File: config.mk
export PLATFORM = sky130hd
export DESIGN_NAME = dtc_ctrl
export DESIGN_NICKNAME = d
export VERILOG_FILES = /design/src/shared/dtc_pkg.sv /design/src/rtl/dtc_ctrl.sv
export VERILOG_INCLUDE_DIRS = /design/src /design/src/shared
export SDC_FILE = /design/constraint.sdc
export NUM_CORES = 1
export LEC_CHECK = 0
export ABC_CLOCK_PERIOD_IN_PS = 4300
export BUFFER_PORTS_ARGS = -buffer_cell sky130_fd_sc_hd__buf_2
export CAP_MARGIN = 20
export CORE_MARGIN = 2
export CORE_UTILIZATION = 58
export CTS_BUF_LIST = sky130_fd_sc_hd__clkbuf_4 sky130_fd_sc_hd__clkbuf_8
export DETAILED_ROUTE_END_ITERATION = 8
export MAX_ROUTING_LAYER = met4
export PLACE_DENSITY = 0.89
export SKIP_LAST_GASP = 1
export SYNTH_ARGS = -nofsm -noshare
export SYNTH_HDL_FRONTEND = slang
export SYNTH_SLANG_ARGS = --single-unit
export TNS_END_PERCENT = 30
File: constraint.sdc
create_clock -name mclk -period 4.3 [get_ports mclk]
set_input_delay 0.43 -clock mclk [delete_from_list [all_inputs] [get_ports mclk]]
set_output_delay 0.43 -clock mclk [all_outputs]
set_load 0.02 [all_outputs]
File: src/shared/dtc_regs.svh
// Register map, field positions, reset values and timing counts
// Assumes inclusion by the converter control package and module
`ifndef DTC_REGS_SVH
`define DTC_REGS_SVH
`define DTC_OFS_CTRL 8'h00
`define DTC_OFS_HIGH 8'h04
`define DTC_OFS_LOW 8'h08
`define DTC_OFS_STAT 8'h0C
`define DTC_RST_CTRL 8'h00
`define DTC_RST_HIGH 8'h00
`define DTC_RST_LOW 8'h00
`define DTC_BIT_ENABLE 0
`define DTC_BIT_PIN_OE 1
`define DTC_BIT_LEFT_ADJ 2
`define DTC_BIT_RSVD 3
`define DTC_POS_TRIG_SEL 4
`define DTC_BIT_AUTO_TRIG 7
`define DTC_CLK_PERIOD_NS 100
`define DTC_CONV_TIME_NS 1000
`define DTC_CONV_CYCLES \
  ((`DTC_CONV_TIME_NS + `DTC_CLK_PERIOD_NS - 1) / `DTC_CLK_PERIOD_NS)
`endif

File: src/shared/dtc_pkg.sv
// Types shared by the converter control block and its bench
// Assumes the register header is on the include path
`include "dtc_regs.svh"
package dtc_pkg;
  typedef struct packed {
    logic psel;
    logic penable;
    logic pwrite;
    logic [7:0] paddr;
    logic [31:0] pwdata;
  } dtc_apb_req_type;
  typedef struct packed {
    logic pready;
    logic [31:0] prdata;
    logic pslverr;
  } dtc_apb_rsp_type;
  typedef struct packed {
    logic auto_trigger_enable;
    logic [2:0] trigger_select;
    logic rsvd;
    logic left_adjust;
    logic pin_output_enable;
    logic converter_enable;
  } dtc_ctrl_type;
  typedef struct packed {
    logic [9:0] code;
    logic enable;
    logic start;
    logic busy;
    logic analog_out_pin;
  } dtc_core_type;
  typedef enum logic [0:0] {
    DTC_IDLE = 1'h0,
    DTC_BUSY = 1'h1
  } dtc_conv_state_type;
endpackage : dtc_pkg

File: src/rtl/dtc_ctrl.sv
// Converter control: APB registers, double buffer, trigger logic
// Assumes a synchronous APB master on mclk and level event flags
`timescale 1ns/1ns
`include "dtc_regs.svh"

// Function
// Enable bit gates conversions on/off
// Auto mode loads only on trigger edge
// Manual mode loads on high byte write
// Select field picks one of eight flags
// Select field ignored without auto mode
// Trigger is flag rise, enable ignored; the trigger load also requires converter_enable
// Flag held high starts nothing new
// Edges during conversion are ignored
// Software clears flag after each trigger
// Converter reads hidden shadow register
// Low write blocks updates until high
// Software writes low then high byte
// High write alone suffices for 8-bit
// Left adjust selects byte layout
// Left adjust acts at next high write
// Output enable routes result to pin
// Core code is ten bits wide
// Edge found against last cycle flag
module dtc_ctrl (
  // Clock and reset
  input wire logic mclk,
  input wire logic rst_b,
  // Register bus
  input wire dtc_pkg::dtc_apb_req_type apb_req,
  output dtc_pkg::dtc_apb_rsp_type apb_rsp,
  // Event flags, one per trigger source
  input wire logic [7:0] event_flags,
  // Converter core
  output dtc_pkg::dtc_core_type core
);

  localparam logic [4:0] CONV_CYCLES = 5'(`DTC_CONV_CYCLES);

  typedef struct packed {
    dtc_pkg::dtc_ctrl_type ctrl;
    logic [7:0] value_high_byte;
    logic [7:0] value_low_byte;
    logic [9:0] shadow;
    logic left_adjust_snap;
    logic low_pending;
    logic [7:0] flags_prev;
    dtc_pkg::dtc_conv_state_type state;
    logic [4:0] busy_cnt;
    logic start;
    logic [31:0] prdata;
    logic slverr;
  } dtc_state_type;

  dtc_state_type st_ff;
  dtc_state_type nxt_st;
  logic rst_meta_ff;
  logic rst_sync_ff;
  logic setup;
  logic access;
  logic wr;
  logic mapped;
  logic hi_wr;
  logic lo_wr;
  logic ctrl_wr;
  logic sel_flag;
  logic sel_prev;
  logic trig_edge;
  logic trig_load;
  logic [9:0] manual_code;
  logic [9:0] auto_code;

  function automatic logic [9:0] dtc_assemble(
    input logic la,
    input logic [7:0] hi,
    input logic [7:0] lo
  );
    // Left adjust keeps the top eight code bits in the high byte
    if (la)
    begin
      return {hi, lo[7:6]};
    end
    return {hi[1:0], lo};
  endfunction : dtc_assemble

  // Release of reset is synchronised; assertion stays asynchronous
  always_ff @(posedge mclk or negedge rst_b)
  begin
    if (!rst_b)
    begin
      rst_meta_ff <= 1'b0;
      rst_sync_ff <= 1'b0;
    end
    else
    begin
      rst_meta_ff <= 1'b1;
      rst_sync_ff <= rst_meta_ff;
    end
  end

  assign setup = apb_req.psel && !apb_req.penable;
  assign access = apb_req.psel && apb_req.penable;
  assign wr = access && apb_req.pwrite;
  assign mapped = (apb_req.paddr == `DTC_OFS_CTRL) ||
                  (apb_req.paddr == `DTC_OFS_HIGH) ||
                  (apb_req.paddr == `DTC_OFS_LOW) ||
                  (apb_req.paddr == `DTC_OFS_STAT);
  assign hi_wr = wr && (apb_req.paddr == `DTC_OFS_HIGH);
  assign lo_wr = wr && (apb_req.paddr == `DTC_OFS_LOW);
  assign ctrl_wr = wr && (apb_req.paddr == `DTC_OFS_CTRL);

  // Selected flag and its copy from the previous cycle
  assign sel_flag = event_flags[st_ff.ctrl.trigger_select];
  assign sel_prev = st_ff.flags_prev[st_ff.ctrl.trigger_select];
  assign trig_edge = sel_flag && !sel_prev; // see

  // A pending low byte blocks the trigger path until the high write
  assign trig_load = st_ff.ctrl.auto_trigger_enable &&
                     st_ff.ctrl.converter_enable &&
                     trig_edge && // see
                     (st_ff.state == dtc_pkg::DTC_IDLE) &&
                     !st_ff.low_pending; // see

  assign manual_code = dtc_assemble(st_ff.ctrl.left_adjust,
                                    apb_req.pwdata[7:0],
                                    st_ff.value_low_byte);
  assign auto_code = dtc_assemble(st_ff.left_adjust_snap,
                                  st_ff.value_high_byte,
                                  st_ff.value_low_byte);

  always_comb
  begin
    nxt_st = st_ff;
    nxt_st.start = 1'b0;
    nxt_st.flags_prev = event_flags;
    // Read data is sampled in the setup phase so pready can be constant
    if (setup)
    begin
      nxt_st.slverr = !mapped;
      unique case (apb_req.paddr)
        `DTC_OFS_CTRL: nxt_st.prdata = {24'h000000, st_ff.ctrl};
        `DTC_OFS_HIGH: nxt_st.prdata = {24'h000000, st_ff.value_high_byte};
        `DTC_OFS_LOW: nxt_st.prdata = {24'h000000, st_ff.value_low_byte};
        // The shadow itself stays hidden from software
        `DTC_OFS_STAT: nxt_st.prdata = {20'h00000, st_ff.low_pending,
                                        st_ff.state, 10'h000};
        default: nxt_st.prdata = 32'h00000000;
      endcase
    end
    if (ctrl_wr)
    begin
      nxt_st.ctrl = apb_req.pwdata[7:0];
      nxt_st.ctrl.rsvd = 1'b0;
    end
    if (lo_wr)
    begin
      nxt_st.value_low_byte = apb_req.pwdata[7:0];
      nxt_st.low_pending = 1'b1; // see
    end
    // Conversion timer; a new trigger cannot restart it
    unique case (st_ff.state)
      dtc_pkg::DTC_IDLE:
      begin
        if (trig_load)
        begin
          nxt_st.state = dtc_pkg::DTC_BUSY;
          nxt_st.busy_cnt = CONV_CYCLES - 5'h01;
        end
      end
      dtc_pkg::DTC_BUSY:
      begin
        if (st_ff.busy_cnt == 5'h00)
        begin
          nxt_st.state = dtc_pkg::DTC_IDLE;
        end
        else
        begin
          nxt_st.busy_cnt = st_ff.busy_cnt - 5'h01;
        end
      end
    endcase
    if (trig_load)
    begin
      nxt_st.shadow = auto_code; // see
      nxt_st.start = 1'b1;
    end
    // The high write wins over a same-cycle trigger for the data bytes
    if (hi_wr)
    begin
      nxt_st.value_high_byte = apb_req.pwdata[7:0];
      nxt_st.low_pending = 1'b0;
      nxt_st.left_adjust_snap = st_ff.ctrl.left_adjust;
      if (!st_ff.ctrl.auto_trigger_enable)
      begin
        nxt_st.shadow = manual_code; // see
        // A write during a conversion updates the code but starts nothing
        if (st_ff.ctrl.converter_enable &&
            (st_ff.state == dtc_pkg::DTC_IDLE))
        begin
          nxt_st.start = 1'b1;
          nxt_st.state = dtc_pkg::DTC_BUSY;
          nxt_st.busy_cnt = CONV_CYCLES - 5'h01;
        end
      end
    end
  end

  always_ff @(posedge mclk or negedge rst_sync_ff)
  begin
    if (!rst_sync_ff)
    begin
      st_ff.ctrl <= `DTC_RST_CTRL;
      st_ff.value_high_byte <= `DTC_RST_HIGH;
      st_ff.value_low_byte <= `DTC_RST_LOW;
      st_ff.shadow <= 10'h000;
      st_ff.left_adjust_snap <= 1'b0;
      st_ff.low_pending <= 1'b0;
      st_ff.flags_prev <= 8'h00;
      st_ff.state <= dtc_pkg::DTC_IDLE;
      st_ff.busy_cnt <= 5'h00;
      st_ff.start <= 1'b0;
      st_ff.prdata <= 32'h00000000;
      st_ff.slverr <= 1'b0;
    end
    else
    begin
      st_ff <= nxt_st;
    end
  end

  // Zero-wait slave: every access phase completes in one cycle
  assign apb_rsp.pready = 1'b1;
  assign apb_rsp.prdata = st_ff.prdata;
  assign apb_rsp.pslverr = access && st_ff.slverr;

  assign core.code = st_ff.shadow; // see
  assign core.enable = st_ff.ctrl.converter_enable;
  assign core.start = st_ff.start;
  assign core.busy = (st_ff.state == dtc_pkg::DTC_BUSY);
  // Without enable the pin driver stays off even if routing is set
  assign core.analog_out_pin = st_ff.ctrl.pin_output_enable &&
                               st_ff.ctrl.converter_enable;
endmodule : dtc_ctrl

==> results.sh <==
export IMPL_clock_latency_ns=0.34
export IMPL_min_path_cells=1
export IMPL_dieWidth_um=80.2
export IMPL_vias_per_cell=5.66
export IMPL_rsz0062_at_grt="no"
export IMPL_antenna_found_initial=0
export IMPL_post_synth_top_area_cell="dfrtp_1"
export IMPL_ys_types=49
export IMPL_postCtsHoldBufs=1
export IMPL_drive_above_1_share_pct=29.4
export IMPL_yosysSeqAreaShare_pct=46.8
export IMPL_diodes=0
export IMPL_gp_congestion=0.882
export IMPL_leakagePower_nw=1.75
export IMPL_finalClockSkew_ns=0.00718
export IMPL_numPortBuffers=53
export IMPL_drv_cap=0
export IMPL_slew_headroom_pct=46.6
export IMPL_ys_top_cells_by_area="dfrtp_1 47%, buf_4 10%, mux2i_1 8.0%, mux2_2 8.0%, a311o_1 2.7%"
export IMPL_hold_class="input pin to flop"
export IMPL_fin_ws_ns=1.90
export IMPL_fp_coreArea_sq_mm=0.00554
export IMPL_num_io_pins=101
export IMPL_grt_pass1_wl_mm=11.4
export IMPL_fin_crit_sh_pct=55.9
export IMPL_fp_dieArea_sq_mm=0.00643
export IMPL_wl_mm=6.92
export IMPL_placed_area_sq_mm=0.00340
export IMPL_die_y_um=80.2
export IMPL_worst_ep_required_time_ns=4.51
export IMPL_vias=2347
export IMPL_slew_viol_final=0
export IMPL_cts_htree_levels=3
export IMPL_grt_usage_pct=24.3
export IMPL_dpl_hpwl_mm=4.94
export IMPL_overflow=0
export IMPL_hold_start="event_flags[0]"
export IMPL_status="complete, no violations"
export IMPL_finalSetupTns_ns=0
export IMPL_yosys_warnings=0
export IMPL_crit_type="input pin to flop"
export IMPL_vdd_drop_max_uv=301
export IMPL_drt_initial_drc_count=178
export IMPL_wl_per_cell_um=16.7
export IMPL_cts_sinks=63
export IMPL_clk_pin_slew_ns=0.06
export IMPL_setup_violations=0
export IMPL_fmax_mhz=416
export IMPL_grt_pass1_vias=2343
export IMPL_crit_fanout=23
export IMPL_critPathLaunchType="input pin"
export IMPL_finalPower_w=0.00141
export IMPL_synth_top_area_share_pct=46.8
export IMPL_endpoint_kind="flop"
export IMPL_start_util_pct=60.7
export IMPL_root_buffer="clkbuf_8"
export IMPL_grt_start_max_net_pins=62
export IMPL_numCtsBuffers=9
export IMPL_min_to="st_ff[40]"
export IMPL_r2r_start="core[3]"
export IMPL_fp_row_count=27
export IMPL_arrival_ns=2.62
export IMPL_postCtsSetupBuffers=0
export IMPL_reg2reg_to="core[7]"
export IMPL_first_pass_iters=4
export IMPL_period_minus_slack_ns=2.40
export IMPL_worstMarginPinSlew_ns=0.801
export IMPL_ant_nets=0
export IMPL_pre_cts_slack_ns=1.55
export IMPL_cts_buffer_depth=2
export IMPL_finalHoldViolCount=0
export IMPL_avgSynthCellArea_sq_um=10.9
export IMPL_postLayoutCellArea_sq_mm=0.00364
export IMPL_cts_resized_gates=0
export IMPL_nets=392
export IMPL_p_per_area_mw_per_mm2=387
export IMPL_postSynthCellCount=310
export IMPL_drc=0
export IMPL_cts_tree="done"
export IMPL_rrSetupSlack_ns=2.14
export IMPL_area_growth_pct=8.18
export IMPL_whs_ns=0.212
export IMPL_rr_worst_depth=6
export IMPL_synth_seq_cells=63
export IMPL_synth_area_sq_mm=0.00337
==> worst max-delay path, stage by stage <==
cell and delay [ns]:
buf_2 0.10, nor4_2 0.40, and4_1 0.59, nand2b_1 0.56
a311o_1 0.52
==> per-stage QoR <==
step / cells / utilization, %
2_1_floorplan: 332 / -
3_3_place_gp: 398 / 61.4
3_5_place_dp: 398 / 61.4
4_1_cts: 415 / 65.7
5_1_grt: 415 / 65.7
6_report: 415 / 65.7
==> logic make-up (layout without fill, tap and decap cells) <==
kind of cell,Yosys count,in the layout,synth area share (%)
compound gates,53,53,11.5
flops,63,63,46.8
simple gates,69,69,11.1
mux,51,51,16.1
buf+inv,69,80,13.4
xor+xnor,2,2,0.521
fa+ha+maj,1,1,0.372
other cells,2,24,0.223
==> layout make-up <==
cell class | count | area, sq um
Clock inverter | 2 | 35.0
Inverter | 7 | 26.3
Timing Repair Buffer | 57 | 298
Fill cell | 456 | 1900
Tap cell | 72 | 90.1
Multi-Input combinational cell | 200 | 1420
Clock buffer | 14 | 193
Sequential cell | 63 | 1580
==> cell usage in the layout, fill, tap and decap left out, types with 2 or more instances in the layout <==
master    count
o211ai_1      2
nor2_1       16
nor3_1        2
and3_1        3
a211o_1       2
a21oi_1      11
a311o_1       9
nand2b_1      5
mux2i_1      27
conb_1       24
a22o_1        7
xnor2_1       2
nor2b_1       3
and2_1        3
o21ai_0      11
nor3b_1       2
inv_1         7
nand3_1       4
clkbuf_8     14
dfrtp_1      62
mux2_2       24
nand2_1      18
buf_4         3
buf_2        53
nand4_1       2
o221ai_1      2
==> cells in the mapped netlist (all sizes together) <==
master and n:
nand2 18, o32ai 1, o211ai 2, or2 1, and4b 1, a211oi 1
buf 53, nand4b 1, o221ai 2, nor3 2, a211o 2, o311ai 1
o31ai 1, nor4b 1, clkbuf 9, o21ai 11, a41o 1, a311o 9
mux2i 27, ha 1, nand4 2, a31oi 1, nor3b 3, nor4 2
o2111ai 1, nor2 16, inv 7, xnor2 2, and2 3, a32o 1
nand2b 6, mux2 24, dfrtp 63, o21bai 1, a22o 7, and3 3
conb 2, nand3b 1, a21oi 11, nand3 4, or3 1, and4 1
nor2b 3
==> worst max-delay path by stage <==
| stage | cells past startpoint | to | start | slack, ns |
|---|---|---|---|---|
| after CTS | 5 | core[5] | apb_req[39] | 1.89 |
| after floorplan | 0 | apb_rsp[11] | rst_sync_ff | 2.42 |
| final | 5 | core[7] | apb_req[39] | 1.90 |
| after global placement | 5 | core[13] | apb_req[39] | 1.60 |
| after detailed placement | 5 | core[5] | apb_req[39] | 1.55 |
| after global routing | 5 | core[7] | apb_req[39] | 1.61 |
==> report_power, final <==
group	internal, W	switching [W]	total [W]
registers	0.000623	0.0000344	0.000658
clock network	0.000346	0.000217	0.000563
logic	0.0000765	0.000111	0.000188
total	0.00105	0.000363	0.00141
==> sequential cells by signal (all words and copies together), names as in the netlist <==
name / cells
core: 13
rst_meta_ff: 1
apb_rsp: 10
st_ff: 38
rst_sync_ff: 1
==> routing by layer <==
layer,wire length [um],up-vias,GRT usage [%]
met5,0,-,-
met4,82,0,7.46
met3,417,9,7.87
met2,3650,79,40.3
met1,2770,1167,28.2
li1,-,1092,-
Power figures use the tool's default switching activity.
